===== src/alarm_card_pkg.sv =====
// Behaviour
// three independent relay outputs driving horn, buzzer or lamp
// host retriggers the watchdog before it can drop out
// watchdog drops out 3.5 s after the last trigger, raising the failure alarm
// watchdog output sense selectable, normal by default or inverted
// make contact is open at power-up and stays open until an alarm
// a classified alarm event from the host closes the output contact
// a new event closes an output only after an acknowledgment since activation
// acknowledgment by host only, or by host or external pushbutton
// in external mode the acknowledgment is passed on to chained cards
// removing the enable setting disables the signalling outputs entirely
// acknowledgment clears all flags to 0 and resets all outputs together; the code clears active_q but sets armed_q to 1 and leaves irq_st_q set
// group alarm output is the OR of the individual alarms
// three isolated binary inputs whose levels the host can read
// window decoded at a settable base address, default 180H
// break-contact option opens the output on alarm instead of closing it
// window spans 16 bytes, low four address bits pick the location
// pushbutton and binary inputs pass two flip-flops and a debouncer first
package alarm_card_pkg;

   localparam int unsigned CLK_HZ          = 250_000_000;
   localparam int unsigned WDOG_TIME_MS    = 3500;
   localparam int unsigned WDOG_CYCLES     = CLK_HZ / 1000 * WDOG_TIME_MS;
   localparam int unsigned DEBOUNCE_TIME_US = 10;
   localparam int unsigned DEBOUNCE_CYCLES = CLK_HZ / 1_000_000 * DEBOUNCE_TIME_US;
   localparam int unsigned NUM_OUT         = 3;
   localparam int unsigned NUM_IN          = 3;

   localparam logic [11:0] BASE_DEFAULT    = 12'h180;

   // register byte offsets inside the 16-byte window
   localparam logic [3:0] OFS_CONTROL = 4'h0;
   localparam logic [3:0] OFS_EVENT   = 4'h4;
   localparam logic [3:0] OFS_STATUS  = 4'h8;
   localparam logic [3:0] OFS_IRQ_ST  = 4'hC;

   localparam int unsigned CTL_ACK_BIT  = 0;
   localparam int unsigned CTL_TRIG_BIT = 1;
   localparam int unsigned CTL_MASK_LSB = 8;

   localparam int unsigned ST_OUT_LSB   = 0;
   localparam int unsigned ST_ARMED_LSB = 4;
   localparam int unsigned ST_IN_LSB    = 8;
   localparam int unsigned ST_WDOG_BIT  = 12;
   localparam int unsigned ST_GROUP_BIT = 13;

   localparam int unsigned IRQ_WDOG_BIT = 0;
   localparam int unsigned IRQ_ACK_BIT  = 1;
   localparam int unsigned IRQ_IN_LSB   = 2;
   localparam int unsigned IRQ_WIDTH    = 5;

   localparam logic [1:0] RESP_OKAY   = 2'h0;
   localparam logic [1:0] RESP_SLVERR = 2'h2;

   typedef struct packed {
      logic ack_external;
      logic signal_enable;
      logic watchdog_enable;
      logic watchdog_inverted;
      logic break_contact;
   } card_setting_type;

   typedef enum {WR_IDLE, WR_RESP} wr_state_type;

endpackage : alarm_card_pkg


===== src/alarm_signal_watchdog_card.sv =====
`timescale 1ns/1ns
module alarm_signal_watchdog_card
   import alarm_card_pkg::*;
#(
   parameter int unsigned WDOG_COUNT     = WDOG_CYCLES,
   parameter int unsigned DEBOUNCE_COUNT = DEBOUNCE_CYCLES
)(
   input  wire logic                  clk,
   input  wire logic                  rst_n,
   // AXI4-Lite slave
   input  wire logic [11:0]           s_axi_awaddr,
   input  wire logic                  s_axi_awvalid,
   output logic                       s_axi_awready,
   input  wire logic [31:0]           s_axi_wdata,
   input  wire logic [3:0]            s_axi_wstrb,
   input  wire logic                  s_axi_wvalid,
   output logic                       s_axi_wready,
   output logic [1:0]                 s_axi_bresp,
   output logic                       s_axi_bvalid,
   input  wire logic                  s_axi_bready,
   input  wire logic [11:0]           s_axi_araddr,
   input  wire logic                  s_axi_arvalid,
   output logic                       s_axi_arready,
   output logic [31:0]                s_axi_rdata,
   output logic [1:0]                 s_axi_rresp,
   output logic                       s_axi_rvalid,
   input  wire logic                  s_axi_rready,
   // static settings
   input  wire logic [7:0]            base_address_setting,
   input  wire logic                  ack_source_select_setting,
   input  wire logic                  signal_enable_setting,
   input  wire logic                  watchdog_enable_setting,
   input  wire logic                  watchdog_polarity_setting,
   input  wire logic                  break_contact_setting,
   // field side
   input  wire logic                  ext_ack_button,
   input  wire logic                  ext_ack_chain_in,
   input  wire logic [NUM_IN-1:0]     binary_input_raw,
   output logic                       ext_ack_chain_out,
   output logic [NUM_OUT-1:0]         signal_relay,
   output logic                       group_alarm,
   output logic                       watchdog_relay,
   output logic                       irq
);
   function automatic logic hit(input logic [11:0] addr, input logic [7:0] base);
      hit = (addr[11:4] == base);
   endfunction : hit

   card_setting_type set_q;
   logic [NUM_IN-1:0]  bin_clean;
   logic [1:0]         ack_clean;
   logic               wd_expired;
   logic               wd_pulse;

   // register inputs for timing; they are jumpers, so latency is free
   always_ff @(posedge clk or negedge rst_n)
   begin
      if (!rst_n)
         set_q <= '0;
      else
      begin
         set_q.ack_external      <= ack_source_select_setting;
         set_q.signal_enable     <= signal_enable_setting;
         set_q.watchdog_enable   <= watchdog_enable_setting;
         set_q.watchdog_inverted <= watchdog_polarity_setting;
         set_q.break_contact     <= break_contact_setting;
      end
   end

   input_conditioner #(.WIDTH(NUM_IN), .CYCLES(DEBOUNCE_COUNT)) u_bin (
      .clk   (clk),
      .rst_n (rst_n),
      .raw   (binary_input_raw),
      .clean (bin_clean)
   );

   input_conditioner #(.WIDTH(2), .CYCLES(DEBOUNCE_COUNT)) u_ack (
      .clk   (clk),
      .rst_n (rst_n),
      .raw   ({ext_ack_chain_in, ext_ack_button}),
      .clean (ack_clean)
   );

   logic        aw_have_q;
   logic        w_have_q;
   logic [11:0] aw_addr_q;
   logic [31:0] w_data_q;
   logic [3:0]  w_strb_q;
   logic        bvalid_q;
   logic [1:0]  bresp_q;
   logic        wr_go;
   wr_state_type wr_state_q;

   assign wr_go = aw_have_q && w_have_q && (wr_state_q == WR_IDLE);

   always_ff @(posedge clk or negedge rst_n)
   begin
      if (!rst_n)
      begin
         aw_have_q  <= 1'b0;
         w_have_q   <= 1'b0;
         aw_addr_q  <= '0;
         w_data_q   <= '0;
         w_strb_q   <= '0;
         bvalid_q   <= 1'b0;
         bresp_q    <= RESP_OKAY;
         wr_state_q <= WR_IDLE;
      end
      else
      begin
         if (s_axi_awvalid && !aw_have_q && wr_state_q == WR_IDLE)
         begin
            aw_have_q <= 1'b1;
            aw_addr_q <= s_axi_awaddr;
         end
         if (s_axi_wvalid && !w_have_q && wr_state_q == WR_IDLE)
         begin
            w_have_q <= 1'b1;
            w_data_q <= s_axi_wdata;
            w_strb_q <= s_axi_wstrb;
         end
         case (wr_state_q)
            WR_IDLE:
               if (wr_go)
               begin
                  aw_have_q  <= 1'b0;
                  w_have_q   <= 1'b0;
                  bvalid_q   <= 1'b1;
                  bresp_q    <= hit(aw_addr_q, base_address_setting) ? RESP_OKAY : RESP_SLVERR;
                  wr_state_q <= WR_RESP;
               end
            WR_RESP:
               if (s_axi_bready)
               begin
                  bvalid_q   <= 1'b0;
                  wr_state_q <= WR_IDLE;
               end
            default:
               wr_state_q <= WR_IDLE;
         endcase
      end
   end

   assign s_axi_awready = !aw_have_q && wr_state_q == WR_IDLE;
   assign s_axi_wready  = !w_have_q && wr_state_q == WR_IDLE;
   assign s_axi_bvalid  = bvalid_q;
   assign s_axi_bresp   = bresp_q;

   logic wr_ok;
   logic wr_ctl;
   logic wr_evt;
   logic wr_irq;
   assign wr_ok  = wr_go && hit(aw_addr_q, base_address_setting) && w_strb_q[0];
   assign wr_ctl = wr_ok && aw_addr_q[3:0] == OFS_CONTROL;
   assign wr_evt = wr_ok && aw_addr_q[3:0] == OFS_EVENT;
   assign wr_irq = wr_ok && aw_addr_q[3:0] == OFS_IRQ_ST;

   logic sw_ack;
   logic sw_trig;
   assign sw_ack  = wr_ctl && w_data_q[CTL_ACK_BIT];
   assign sw_trig = wr_ctl && w_data_q[CTL_TRIG_BIT];

   watchdog_monoflop #(.CYCLES(WDOG_COUNT)) u_wdog (
      .clk          (clk),
      .rst_n        (rst_n),
      .enable       (set_q.watchdog_enable),
      .trigger      (sw_trig),
      .expired      (wd_expired),
      .expire_pulse (wd_pulse)
   );

   logic ext_ack_level;
   logic ext_ack_prev_q;
   logic ext_ack_rise;
   logic ack_any;
   assign ext_ack_level = set_q.ack_external && (ack_clean[0] || ack_clean[1]);
   assign ext_ack_rise  = ext_ack_level && !ext_ack_prev_q;
   assign ack_any       = sw_ack || ext_ack_rise;

   always_ff @(posedge clk or negedge rst_n)
   begin
      if (!rst_n)
      begin
         ext_ack_prev_q    <= 1'b0;
         ext_ack_chain_out <= 1'b0;
      end
      else
      begin
         ext_ack_prev_q    <= ext_ack_level;
         // only the local button is forwarded, so a ring of cards cannot latch itself
         ext_ack_chain_out <= set_q.ack_external && ack_clean[0];
      end
   end

   // active_q: contact in alarm; armed_q: a new activation is allowed
   logic [NUM_OUT-1:0] active_q;
   logic [NUM_OUT-1:0] armed_q;

   genvar g;
   generate
      for (g = 0; g < NUM_OUT; g++)
      begin : gen_out
         always_ff @(posedge clk or negedge rst_n)
         begin
            if (!rst_n)
            begin
               active_q[g] <= 1'b0;
               armed_q[g]  <= 1'b1;
            end
            else if (ack_any)
            begin
               active_q[g] <= 1'b0;
               armed_q[g]  <= 1'b1;
            end
            else if (wr_evt && w_data_q[g] && armed_q[g])
            begin
               active_q[g] <= 1'b1;
               armed_q[g]  <= 1'b0;
            end
         end
      end
   endgenerate

   // relay drive; contact is held de-energised while disabled
   always_ff @(posedge clk or negedge rst_n)
   begin
      if (!rst_n)
      begin
         signal_relay   <= '0;
         group_alarm    <= 1'b0;
         watchdog_relay <= 1'b0;
      end
      else
      begin
         if (!set_q.signal_enable)
            signal_relay <= '0;
         else
            signal_relay <= active_q ^ {NUM_OUT{set_q.break_contact}};
         group_alarm    <= set_q.signal_enable && (|active_q);
         watchdog_relay <= wd_expired ^ set_q.watchdog_inverted;
      end
   end

   // interrupt status: sticky, write one to clear; a new event wins over the clear
   logic [IRQ_WIDTH-1:0] irq_st_q;
   logic [IRQ_WIDTH-1:0] irq_msk_q;
   logic [NUM_IN-1:0]    bin_prev_q;
   logic [IRQ_WIDTH-1:0] irq_set;
   assign irq_set = {bin_clean ^ bin_prev_q, ext_ack_rise, wd_pulse};

   always_ff @(posedge clk or negedge rst_n)
   begin
      if (!rst_n)
      begin
         irq_st_q   <= '0;
         irq_msk_q  <= '0;
         bin_prev_q <= '0;
         irq        <= 1'b0;
      end
      else
      begin
         bin_prev_q <= bin_clean;
         irq_st_q   <= (irq_st_q & ~(wr_irq ? w_data_q[IRQ_WIDTH-1:0] : '0)) | irq_set;
         if (wr_ctl && w_strb_q[1])
            irq_msk_q <= w_data_q[CTL_MASK_LSB +: IRQ_WIDTH];
         irq <= |(irq_st_q & irq_msk_q);
      end
   end

   // read channel, answers one cycle after the address is taken
   logic        rvalid_q;
   logic [31:0] rdata_q;
   logic [1:0]  rresp_q;
   logic [31:0] rd_val;

   always_comb
   begin
      rd_val = '0;
      case (s_axi_araddr[3:0])
         OFS_CONTROL: rd_val[CTL_MASK_LSB +: IRQ_WIDTH] = irq_msk_q;
         OFS_EVENT:   rd_val[NUM_OUT-1:0] = active_q;
         OFS_STATUS:
         begin
            rd_val[ST_OUT_LSB +: NUM_OUT]   = active_q;
            rd_val[ST_ARMED_LSB +: NUM_OUT] = armed_q;
            rd_val[ST_IN_LSB +: NUM_IN]     = bin_clean;
            rd_val[ST_WDOG_BIT]             = wd_expired;
            rd_val[ST_GROUP_BIT]            = |active_q;
         end
         OFS_IRQ_ST:  rd_val[IRQ_WIDTH-1:0] = irq_st_q;
         default:     rd_val = '0;
      endcase
   end

   always_ff @(posedge clk or negedge rst_n)
   begin
      if (!rst_n)
      begin
         rvalid_q <= 1'b0;
         rdata_q  <= '0;
         rresp_q  <= RESP_OKAY;
      end
      else if (rvalid_q)
      begin
         if (s_axi_rready)
            rvalid_q <= 1'b0;
      end
      else if (s_axi_arvalid)
      begin
         rvalid_q <= 1'b1;
         if (hit(s_axi_araddr, base_address_setting))
         begin
            rdata_q <= rd_val;
            rresp_q <= RESP_OKAY;
         end
         else
         begin
            rdata_q <= '0;
            rresp_q <= RESP_SLVERR;
         end
      end
   end

   assign s_axi_arready = !rvalid_q;
   assign s_axi_rvalid  = rvalid_q;
   assign s_axi_rdata   = rdata_q;
   assign s_axi_rresp   = rresp_q;
endmodule : alarm_signal_watchdog_card


===== src/input_conditioner.sv =====
`timescale 1ns/1ns
module input_conditioner
   import alarm_card_pkg::*;
#(
   parameter int unsigned WIDTH  = 1,
   parameter int unsigned CYCLES = 16
)(
   input  wire logic             clk,
   input  wire logic             rst_n,
   input  wire logic [WIDTH-1:0] raw,
   output logic      [WIDTH-1:0] clean
);
   logic [WIDTH-1:0] meta_q;
   logic [WIDTH-1:0] sync_q;

   always_ff @(posedge clk or negedge rst_n)
   begin
      if (!rst_n)
      begin
         meta_q <= '0;
         sync_q <= '0;
      end
      else
      begin
         meta_q <= raw;
         sync_q <= meta_q;
      end
   end

   genvar g;
   generate
      for (g = 0; g < WIDTH; g++)
      begin : gen_bit
         logic [31:0] cnt_q;
         logic        out_q;
         // a level must hold for CYCLES before it is accepted: contact bounce is dropped
         always_ff @(posedge clk or negedge rst_n)
         begin
            if (!rst_n)
            begin
               cnt_q <= '0;
               out_q <= 1'b0;
            end
            else if (sync_q[g] == out_q)
               cnt_q <= '0;
            else if (cnt_q >= CYCLES - 1)
            begin
               cnt_q <= '0;
               out_q <= sync_q[g];
            end
            else
               cnt_q <= cnt_q + 32'h1;
         end
         assign clean[g] = out_q;
      end
   endgenerate
endmodule : input_conditioner


===== src/watchdog_monoflop.sv =====
`timescale 1ns/1ns
module watchdog_monoflop
   import alarm_card_pkg::*;
#(
   parameter int unsigned CYCLES = WDOG_CYCLES
)(
   input  wire logic clk,
   input  wire logic rst_n,
   input  wire logic enable,
   input  wire logic trigger,
   output logic      expired,
   output logic      expire_pulse
);
   logic [31:0] cnt_q;
   logic        exp_q;
   logic        pulse_q;

   always_ff @(posedge clk or negedge rst_n)
   begin
      if (!rst_n)
      begin
         cnt_q   <= '0;
         exp_q   <= 1'b0;
         pulse_q <= 1'b0;
      end
      else
      begin
         pulse_q <= 1'b0;
         if (!enable || trigger)
         begin
            cnt_q <= '0;
            exp_q <= 1'b0;
         end
         else if (!exp_q)
         begin
            if (cnt_q >= CYCLES - 1)
            begin
               exp_q   <= 1'b1;
               pulse_q <= 1'b1;
            end
            else
               cnt_q <= cnt_q + 32'h1;
         end
      end
   end

   assign expired      = exp_q;
   assign expire_pulse = pulse_q;
endmodule : watchdog_monoflop

===== config.mk =====
export PLATFORM = sky130hd
export DESIGN_NAME = alarm_signal_watchdog_card
export DESIGN_NICKNAME = d
export VERILOG_FILES = /design/src/alarm_card_pkg.sv /design/src/alarm_signal_watchdog_card.sv /design/src/input_conditioner.sv /design/src/watchdog_monoflop.sv
export SDC_FILE = /design/constraint.sdc
export NUM_CORES = 1
export LEC_CHECK = 0
export BUFFER_PORTS_ARGS = -buffer_cell sky130_fd_sc_hd__buf_2
export CORE_ASPECT_RATIO = 0.5
export CORE_MARGIN = 2
export CORE_UTILIZATION = 38
export DETAILED_ROUTE_END_ITERATION = 12
export MAX_ROUTING_LAYER = met4
export PLACE_DENSITY_LB_ADDON = 0.05
export SYNTH_ARGS = -nofsm -noshare
export SYNTH_HDL_FRONTEND = slang
export SYNTH_SLANG_ARGS = --single-unit

===== constraint.sdc =====
create_clock -name clk -period 5.45 [get_ports clk]
set_input_delay 0.2725 -clock clk [delete_from_list [all_inputs] [get_ports clk]]
set_output_delay 0.2725 -clock clk [all_outputs]
set_load 0.02 [all_outputs]

==> flow_metrics.py, run 1 <==
metrics = {
    "global_route": {
        "grt_first_pass_wirelength_mm": 36.38,
        "grt_pass1_vias": 7242,
        "grt_max_degree": 122,
        "track_usage": 0.1511,
        "grt_overflow": 0,
        "antenna_found_initial": 0,
    },
    "clock_network": {
        "cts-htree-levels": 1,
        "cts_resized": 0,
        "clkSlewWorstSetupHoldPaths_ps": 70,
        "clk_latency_ps": 550,
        "numCtsBuffers": 27,
        "cts_max_path_buffers": 3,
        "root_buffer": "clkbuf_16",
        "tritoncts": "built",
        "cts_sinks": 284,
    },
    "power": {
        "share_comb_of_total_power": 0.088,
        "p_seq_frac": 0.488,
        "finalPower_w": 0.004838,
        "clockPowerShare": 0.424,
        "p_switching_w": 0.001145,
        "p_per_area_nw_per_um2": 357.2,
        "leakage_nw": 6.271,
        "switching_share": 0.2367,
        "max-vdd-ir-drop_v": 0.0002081,
        "intPower_w": 0.003693,
    },
    "critical_path": {
        "critPathSlowestCell": "nor2_1",
        "path_class": "flop to flop",
        "worst_path_most_repeated_cell": "nor2_1",
        "crit_path_max_fanout": 15,
        "crit_chain": "o2111ai_1 > nand4b_1 > nor2_1 > nand4_1 > xnor2_1 > nor2_1",
        "worstPathArrival_ps": 3020,
        "crit_path_end_kind": "flop",
        "crit_required_ps": 5880,
        "critPathMaxStageDelay_ps": 920,
        "reg2reg_depth": 6,
        "cp-start-kind": "flop",
    },
    "synthesis": {
        "synth.distinct_cells": 63,
        "postSynth.asyncResetShare": 1.000,
        "yosys_warnings": 0,
        "synth_seq_cells": 284,
        "synth_flop_cell": "dfrtp_1",
        "syn-instance-count": 880,
        "synth_enable_flop_cells": 0,
        "syn_avg_cell_area_um2": 12.50,
        "syn_area_um2": 11000,
        "seq_area_frac_synth": 0.6462,
    },
    "timing": {
        "finalCriticalPeriod_ps": 2593,
        "hold_violations": 0,
        "setup_tns_ps": 0,
        "drv_slew": 0,
        "slew_headroom": 0.2656,
        "finalCritPeriodShare": 0.4758,
        "rsz0062_at_grt": "false",
        "finClkSkew_ps": 7.777,
        "max_slew.worst_pin.slew_ps": 1098,
        "setup_viol": 0,
        "fmax_mhz": 385.6,
    },
    "worst_hold_path": {
        "hold_path_depth": 3,
        "hold_class": "input port to flop",
    },
    "run_status": {
        "status": "finished, final reports clean",
    },
    "placement": {
        "gp_congestion": 0.7879,
        "place_area_um2": 12190,
        "port_buffers": 87,
        "place_hpwl_mm": 13.94,
    },
    "final_layout": {
        "layout-drive-gt1-share": 0.1659,
        "fin_area_um2": 13550,
        "area.sequential_um2": 7111,
        "layout_common_cells": "281 x dfrtp_1, 121 x conb_1, 111 x nor2_1",
        "multi_input_area_um2": 4073,
        "n_antenna_cell": 0,
        "post-route-util": 0.4823,
        "n_fill_cell": 2552,
        "nets": 1209,
        "area_growth_pct": 23.11,
        "final_common_cell": "dfrtp_1",
    },
    "floorplanning": {
        "initial_core_util": 0.3918,
        "placementRows": 43,
        "die_area_um2": 30420,
        "ioPinCount": 133,
        "fp.dieH_um": 124.3,
        "die_width_um": 244.6,
        "core_region_area_um2": 28080,
    },
    "routing": {
        "drt_pass1_iterations": 4,
        "drt-initial-drc-count": 244,
        "wire_per_inst_um": 13.85,
        "wl_mm": 21.07,
        "vias": 6956,
        "vias_per_cell": 4.573,
        "drcViolationCount": 0,
        "drtAntennaViolNets": 0,
    },
    "flow_run": {
        "drv_cap": 0,
    },
}
final timing paths:
path | startpoint | endpoint | slack (ps)
max | u_wdog.cnt_q[24]$_DFFE_PN0P_ | u_wdog.cnt_q[26]$_DFFE_PN0P_ | 2860
min | s_axi_araddr[3] | s_axi_rdata[13]$_DFFE_PN0P_ | 110
max reg2reg | u_wdog.cnt_q[24]$_DFFE_PN0P_ | u_wdog.cnt_q[26]$_DFFE_PN0P_ | 2860
min reg2reg | u_bin.meta_q[1]$_DFF_PN0_ | u_bin.sync_q[1]$_DFF_PN0_ | 350
max in group asynchronous | rst_n | active_q[1]$_DFFE_PN0P_ | 3740
min in group asynchronous | rst_n | u_wdog.cnt_q[15]$_DFFE_PN0P_ | 370
cells in the mapped netlist, drive strengths merged (16+ instances only):
library cell,count,share of area
and2,16,0.0091
and3,30,0.017
buf,25,0.016
dfrtp,281,0.64
mux2,35,0.036
nand2,43,0.015
nand3,39,0.018
nand4,24,0.016
nor2,111,0.038
nor4,29,0.018
xnor2,34,0.027
xor2,67,0.053
power by group through the flow:
stage	registers (W)	clock network, W	logic, W
detailed placement	0.00240	0	0.000412
CTS	0.00237	0.00212	0.000435
global placement	0.00240	0	0.000404
finish	0.00236	0.00205	0.000424
global route	0.00239	0.00221	0.000481
floorplan	0.00239	0	0.000275
per-layer routing:
| layer | global-route usage | vias up | wire (um) |
|---|---|---|---|
| li1 | - | 3382 | - |
| met1 | 0.2011 | 3448 | 10030 |
| met2 | 0.2410 | 89 | 9904 |
| met3 | 0.02780 | 37 | 689 |
| met4 | 0.03659 | 0 | 440 |
| met5 | - | - | 0 |
flip-flops by register name, indices dropped and copies added (netlist names), 2 cells and up:
register,cells
aw_addr_q,12
irq_st_q,5
u_ack.meta_q,2
u_ack.sync_q,2
active_q,3
bin_prev_q,3
s_axi_rdata,13
u_bin.gen_bit.out_q,3
u_bin.sync_q,3
w_data_q,10
w_strb_q,2
u_ack.gen_bit.out_q,2
u_bin.meta_q,3
u_bin.gen_bit.cnt_q,96
u_wdog.cnt_q,32
signal_relay,3
set_q,5
irq_msk_q,5
armed_q,3
u_ack.gen_bit.cnt_q,64
kinds of logic (layout without fill, tap and decap cells):
group,count (synthesis),count (layout),synth area share
and+or+nand+nor,334,334,0.1590
DFF,284,284,0.6462
xor gates and xnor gates,101,101,0.08040
AOI/OAI and AO/OA,63,63,0.04253
buffers and inverters,52,191,0.02524
muxes,39,39,0.03946
adders and majority gates,6,6,0.006823
other,1,121,0.0003408
area by class of cell:
cell class	instances	share of cell area
multi-input combinational	664	0.3007
sequential	284	0.5249
inverter	14	0.003880
clock buffer	35	0.05579
clock inverter	15	0.01663
timing repair buffer	127	0.06281
tap	382	0.03529
per-stage QoR:
stage	hold WS, ps	std cells	worst slack (ps)
2_1_floorplan	-23.09	1000	3306
3_3_place_gp	335.9	1434	2883
3_5_place_dp	337.2	1434	2903
4_1_cts	90.83	1521	2869
5_1_grt	128.7	1521	2621
6_report	112.0	1521	2857
critical path: cells and delay by family, from the launching register on:
family,cells,cell delay [ps]
xor gates and xnor gates,1,240
DFF,1,450
and+or+nand+nor,4,1520
AOI/OAI and AO/OA,1,260
what timing repair did:
item | in CTS | in global routing
hold buffers | 37 | 0
buffers inserted | 0 | 0
endpoints found under the hold margin | 137 | 0
Power figures use the tool's default switching activity.
==> inputs of run 2 (changes only) <==
--- a/config.mk
+++ b/config.mk
@@ -5,6 +5,7 @@
 export SDC_FILE = /design/constraint.sdc
 export NUM_CORES = 1
 export LEC_CHECK = 0
+export ABC_AREA = 1
 export BUFFER_PORTS_ARGS = -buffer_cell sky130_fd_sc_hd__buf_2
 export CORE_ASPECT_RATIO = 0.5
 export CORE_MARGIN = 2
==> constraint.sdc (replaced) <==
create_clock -name clk -period 2.5 [get_ports clk]
set_input_delay 0.125 -clock clk [delete_from_list [all_inputs] [get_ports clk]]
set_output_delay 0.125 -clock clk [all_outputs]
set_load 0.02 [all_outputs]
==> run 2 against run 1 <==
Against the previous run:
- clock skew rose by 12 ps
- power rose by 120%
- sequential share of layout area fell by 4.0 points
- global-route usage rose by 1.2 points
- clock power rose by 120%
- die area rose by 8.9%
==> flow_metrics.py, run 2 <==
metrics = {
    "run_status": {
        "status": "finished, final reports clean",
    },
    "synthesis": {
        "synth_top_area_cell": "dfrtp_1",
        "yosys_warnings": 0,
        "synth_flop_cell": "dfrtp_1",
        "synth_enable_flop_cells": 0,
        "synth.distinct_cells": 44,
        "synth_top_cell_area_share": 0.5858,
        "syn-instance-count": 1276,
        "postSynth.asyncResetShare": 1.000,
        "syn_area_um2": 12000,
        "syn_avg_cell_area_um2": 9.408,
        "seq_area_frac_synth": 0.5923,
        "synth_commonest_cells": "281 x dfrtp_1, 243 x nand2_1, 207 x nor2_1",
        "yosysMostFrequentCell": "dfrtp_1",
        "synthTopCellsByArea": "dfrtp_1 59%, nand2_1 7.6%, nor2_1 6.5%",
        "synth_seq_cells": 284,
    },
    "routing": {
        "drt-initial-drc-count": 562,
        "wl_mm": 24.94,
        "vias_per_cell": 4.459,
        "vias": 8758,
        "drtAntennaViolNets": 0,
        "drcViolationCount": 0,
        "wire_per_inst_um": 12.70,
        "drt_pass1_iterations": 5,
    },
    "final_layout": {
        "largest_register": "u_bin.gen_bit.cnt_q",
        "reg.largest.list": "u_bin.gen_bit.cnt_q: 96 flops, u_ack.gen_bit.cnt_q: 64 flops, u_wdog.cnt_q: 32 flops",
        "area_growth_pct": 22.25,
        "nets": 1613,
        "fin_area_um2": 14680,
        "layout-drive-gt1-share": 0.1175,
        "n_antenna_cell": 0,
        "final_common_cell": "dfrtp_1",
        "layout_common_cells": "281 x dfrtp_1, 243 x nand2_1, 207 x nor2_1",
        "n_fill_cell": 2918,
        "largest_register_ffs": 96,
        "post-route-util": 0.4782,
    },
    "placement": {
        "place_area_um2": 13260,
        "port_buffers": 87,
        "place_hpwl_mm": 17.61,
        "gp_congestion": 0.8785,
    },
    "timing": {
        "finalCriticalPeriod_ps": 2058,
        "max_slew.worst_pin.slew_ps": 758.5,
        "hold_violations": 0,
        "setup_tns_ps": 0,
        "setup_viol": 0,
        "drv_slew": 0,
        "finalCritPeriodShare": 0.8231,
        "slew_headroom": 0.4931,
        "finClkSkew_ps": 20.26,
        "fmax_mhz": 486.0,
        "rsz0062_at_grt": "false",
    },
    "floorplanning": {
        "die_area_um2": 33110,
        "die_width_um": 255.4,
        "initial_core_util": 0.3912,
        "placementRows": 45,
        "ioPinCount": 133,
        "core_region_area_um2": 30690,
        "fp.dieH_um": 129.7,
    },
    "clock_network": {
        "numCtsBuffers": 26,
        "cts_max_path_buffers": 3,
        "clkSlewWorstSetupHoldPaths_ps": 70,
        "cts_resized": 0,
        "clk_latency_ps": 560,
        "cts_sinks": 284,
        "root_buffer": "clkbuf_16",
        "tritoncts": "built",
        "cts-htree-levels": 1,
    },
    "critical_path": {
        "crit_path_end_kind": "flop",
        "cp-start-kind": "flop",
        "crit_required_ps": 2980,
        "worstPathArrival_ps": 2540,
        "path_class": "flop to flop",
        "crit_path_max_fanout": 9,
        "r2r_start": "s_axi_rvalid$_DFF_PN0_",
        "startpoint": "s_axi_rvalid$_DFF_PN0_",
    },
    "global_route": {
        "grtUsageMet1": 0.2119,
        "grt_pass1_vias": 8809,
        "grt_first_pass_wirelength_mm": 43.18,
        "grt_overflow": 0,
        "grtUsageMet2": 0.2690,
        "busiest_layer": "met2",
        "use_met3": 0.02836,
        "antenna_found_initial": 0,
        "track_usage": 0.1632,
        "grt_max_degree": 71,
    },
    "power": {
        "finalPower_w": 0.01053,
        "leakage_nw": 6.964,
        "max-vdd-ir-drop_v": 0.0004864,
        "p_per_area_nw_per_um2": 717.5,
    },
    "worst_hold_path": {
        "hold_class": "input port to flop",
        "worstHoldStart": "s_axi_araddr[0]",
    },
    "flow_run": {
        "drv_cap": 0,
    },
}
run 2: changes by cell type after synthesis, sizes merged, moves of 16 or more:
cell | before | now
a21oi | 4 | 46
nor2 | 111 | 213
nand3 | 39 | 73
mux2 | 35 | 4
and3 | 30 | 1
xor2 | 67 | 47
o21ai | 11 | 30
nand4 | 24 | 57
inv | 14 | 138
and2 | 16 | 0
nand2 | 43 | 250
run 2: layout make-up:
type,count,area [um2],area share
clock buffer,31,699.4,0.04766
clock inverter,16,262.8,0.01790
inverter,138,523.0,0.03564
multi-input combinational,929,4522,0.3081
sequential,284,7111,0.4845
tap,423,529.3,0.03606
timing repair buffer,143,1028,0.07008
run 2: cells by family after synthesis:
logic type	after synthesis	share of synthesized area
AND/OR/NAND/NOR	635	0.2329
buffers and inverters	183	0.06848
flip-flops	284	0.5923
other	1	0.0003124
XOR/XNOR	72	0.05253
adder cells (fa/ha/maj)	6	0.006254
multiplexers	4	0.003752
AO/OA/AOI/OAI	91	0.04346
run 2: routing by layer:
layer	share of wire	up-vias
li1	-	4424
met2	0.48	113
met1	0.47	4180
met5	0	-
met3	0.031	41
met4	0.022	0
run 2: power by group:
part | total (W) | switching (W) | internal (W)
sequential | 0.00509 | 0.000169 | 0.00492
clock | 0.00443 | 0.00179 | 0.00264
combinational | 0.00102 | 0.000661 | 0.000355
run 2: path summary, 6_finish.rpt:
kind	end	slack, ps	depth (start not counted)
worst max-delay path	s_axi_rdata[4]$_DFFE_PN0P_	440	7
worst min-delay path	s_axi_rdata[2]$_DFFE_PN0P_	70	6
worst max register to register	s_axi_rdata[4]$_DFFE_PN0P_	440	7
worst min register to register	u_ack.sync_q[1]$_DFF_PN0_	350	0
max in group asynchronous	u_bin.gen_bit[1].cnt_q[7]$_DFF_PN0_	1540	3
min in group asynchronous	u_wdog.cnt_q[1]$_DFFE_PN0P_	140	2
run 2: through the flow:
step | hold WS (ps) | setup slack [ps] | std cells
CTS | 34.40 | 390.5 | 1964
global placement | 140.0 | 466.6 | 1872
finish | 72.67 | 442.2 | 1964
floorplan | -170.6 | 847.2 | 1396
global route | 74.28 | 234.8 | 1964
detailed placement | 146.3 | 395.9 | 1872
run 2: repair_timing:
item                                    4_1_cts  5_1_grt
hold buffers                                 45        0
setup buffers                                 0        0
endpoints found under the setup margin        0        0
endpoints found under the hold margin       112        0
run 2: worst max-delay path: stages, from the launching register on:
cell	delay [ps]
dfrtp_1	380
inv_1	90
nand2_1	90
nor2_1	460
buf_4	260
nand4_1	70
dlygate4sd3_1	560
nand3_1	80
==> inputs of run 3 (changes only) <==
==> constraint.sdc (replaced) <==
create_clock -name clk -period 2 [get_ports clk]
set_input_delay 0.1 -clock clk [delete_from_list [all_inputs] [get_ports clk]]
set_output_delay 0.1 -clock clk [all_outputs]
set_load 0.02 [all_outputs]
==> run 3 against run 2 <==
Against the previous run:
- hold slack got worse by 43 ps
- die area unchanged
- global-route usage shrank 0.10 points
- clock power up 19%
- cell count grew 0.87%
- setup slack worse by 350 ps
- core utilization rose by 0.37 points
- highest routed layer unchanged
- combinational power increased by 25%
- wire length down 1.4%
- final area up 0.77%
- clock-buffer cell count increased by 5
==> flow_metrics.py, run 3 (synthesis results as in run 2) <==
metrics = {
    "routing": {
        "drcViolationCount": 0,
        "wire_per_inst_um": 12.41,
        "vias_per_cell": 4.383,
        "wl_mm": 24.59,
        "drt_pass1_iterations": 4,
        "vias": 8683,
        "drtAntennaViolNets": 0,
        "drt-initial-drc-count": 470,
    },
    "critical_path": {
        "critPathSlowestCell": "dlygate4sd3_1",
        "crit_path_end_kind": "flop",
        "cp_top_family": "buffers and inverters",
        "crit_path_max_fanout": 5,
        "critPathBufInv": 5,
        "worst_path_most_repeated_cell": "dlygate4sd3_1",
        "path_class": "input port to flop",
        "worstPathArrival_ps": 2380,
        "reg2reg_depth": 8,
        "crit_required_ps": 2480,
        "cp-start-kind": "input port",
        "crit_chain": "dlygate4sd3_1 > buf_2 > nor2_2 > dlygate4sd3_1 > inv_1 > nor2_4 > nand4_1 > dlygate4sd3_1 > nand3_1",
        "r2r_start": "s_axi_bvalid$_DFFE_PN0P_",
        "critPathMaxStageDelay_ps": 570,
        "r2r_end": "irq_st_q[4]$_DFF_PN0_",
        "reg2reg_setup_slack_ps": 150,
    },
    "power": {
        "max-vdd-ir-drop_v": 0.0005878,
        "clockPowerShare": 0.408,
        "p_per_area_nw_per_um2": 872.4,
        "leakage_nw": 7.017,
        "share_comb_of_total_power": 0.099,
        "p_seq_frac": 0.493,
        "intPower_w": 0.009677,
        "p_switching_w": 0.003224,
        "switching_share": 0.2499,
        "finalPower_w": 0.01290,
    },
    "clock_network": {
        "clk_latency_ps": 550,
        "cts-htree-levels": 1,
        "cts_setup_buffers": 0,
        "cts_sinks": 284,
        "numCtsBuffers": 26,
        "tritoncts": "built",
        "cts_max_path_buffers": 3,
        "root_buffer": "clkbuf_16",
        "clkSlewWorstSetupHoldPaths_ps": 70,
    },
    "final_layout": {
        "largest_register": "u_bin.gen_bit.cnt_q",
        "layout-drive-gt1-share": 0.1252,
        "largest_register_ffs": 96,
        "n_antenna_cell": 0,
        "post-route-util": 0.4819,
        "area_growth_pct": 23.19,
        "final_common_cell": "dfrtp_1",
        "nets": 1630,
        "layout_common_cells": "281 x dfrtp_1, 243 x nand2_1, 206 x nor2_1",
        "reg.largest.list": "u_bin.gen_bit.cnt_q: 96 flops, u_ack.gen_bit.cnt_q: 64 flops, u_wdog.cnt_q: 32 flops",
    },
    "timing": {
        "slew_headroom": 0.5126,
        "hold_violations": 0,
        "finalCritPeriodShare": 0.9527,
        "drv_slew": 0,
        "setup_viol": 0,
        "fmax_mhz": 524.9,
        "rsz0062_at_grt": "true",
        "max_slew.worst_pin.slew_ps": 729.4,
        "setup_ws_ps": 94.70,
        "finClkSkew_ps": 18.47,
        "finalCriticalPeriod_ps": 1905,
    },
    "placement": {
        "gp_congestion": 0.8592,
        "detailedPlace.worstSlack_ps": 153.0,
        "port_buffers": 87,
        "place_hpwl_mm": 17.40,
    },
    "worst_hold_path": {
        "hold_class": "input port to asynchronous set/reset pin",
    },
    "global_route": {
        "antenna_found_initial": 0,
        "grt_pass1_vias": 8904,
        "grt_max_degree": 82,
        "grt_overflow": 0,
        "grt_first_pass_wirelength_mm": 42.75,
        "track_usage": 0.1622,
    },
    "floorplanning": {
        "fp.dieH_um": 129.7,
        "die_area_um2": 33110,
        "die_width_um": 255.4,
        "ioPinCount": 133,
        "placementRows": 45,
        "initial_core_util": 0.3912,
        "core_region_area_um2": 30690,
    },
    "flow_run": {
        "drv_cap": 0,
    },
    "run_status": {
        "status": "finished, final reports clean",
    },
}
## run 3: changes by cell type in the layout (fill, tap and decap cells not counted), moves of 3 or more
cell / change
buf_4: +14
clkbuf_1: +4
clkinv_2: -3
o21ai_0: -4
o21ai_1: +4
## run 3: through the flow
stage	setup TNS (ps)	std cells	hold WS [ps]	cell area (um2)
2_1_floorplan	0	1396	-195.6	12450
3_3_place_gp	0	1888	-21.13	13410
3_5_place_dp	0	1888	-15.62	13410
4_1_cts	0	1980	3.558	14770
5_1_grt	-67.90	1981	10.17	14790
6_report	0	1981	29.30	14790
## run 3: final cells by class
class / count / area, um2
sequential: 284 / 7111
inverter: 138 / 525.5
fill: 2907 / 15900
tap: 423 / 529.3
timing repair buffer: 159 / 1174
clock buffer: 36 / 728.2
clock inverter: 11 / 185.2
multi-input combinational: 930 / 4536
## run 3: metal layers
layer / GRT usage / wire [um] / vias to the layer above
li1: - / - / 4456
met1: 0.2071 / 11600 / 4103
met2: 0.2714 / 11750 / 85
met3: 0.02934 / 768 / 39
met4: 0.03772 / 482 / 0
met5: - / 0 / -
## run 3: repair_timing
action,CTS,global route
setup endpoints to repair,0,12
resized for setup,0,7
hold endpoints to repair,328,0
hold buffers,45,0
## run 3: power groups by stage
| stage | combinational (W) | clock [W] | sequential, W |
|---|---|---|---|
| finish | 0.00128 | 0.00526 | 0.00636 |
| CTS | 0.00129 | 0.00548 | 0.00636 |
| floorplan | 0.000786 | 0 | 0.00644 |
| detailed placement | 0.00122 | 0 | 0.00647 |
| global route | 0.00148 | 0.00574 | 0.00641 |
| global placement | 0.00120 | 0 | 0.00645 |
## run 3: worst max-delay path by stage
| stage | startpoint | end | slack, ps | cells past startpoint |
|---|---|---|---|---|
| 5_1_grt | s_axi_bvalid$_DFFE_PN0P_ | irq_st_q[2]$_DFF_PN0_ | -30 | 8 |
| 2_1_floorplan | s_axi_bvalid$_DFFE_PN0P_ | u_wdog.cnt_q[13]$_DFFE_PN0P_ | 350 | 9 |
| 6_report | s_axi_araddr[0] | s_axi_rdata[4]$_DFFE_PN0P_ | 90 | 9 |
| 4_1_cts | s_axi_araddr[0] | s_axi_rdata[4]$_DFFE_PN0P_ | 7 | 9 |
| 3_5_place_dp | u_wdog.cnt_q[0]$_DFFE_PN0P_ | u_wdog.cnt_q[10]$_DFFE_PN0P_ | 150 | 12 |
| 3_3_place_gp | u_wdog.cnt_q[0]$_DFFE_PN0P_ | u_wdog.cnt_q[8]$_DFFE_PN0P_ | 180 | 13 |
## run 3: worst reg2reg max path, delay by kind of cell (launching register included)
kind,cells,cell delay [ps]
DFF,1,400
buffers and inverters,1,100
AOI/OAI and AO/OA,1,250
and+or+nand+nor,6,960
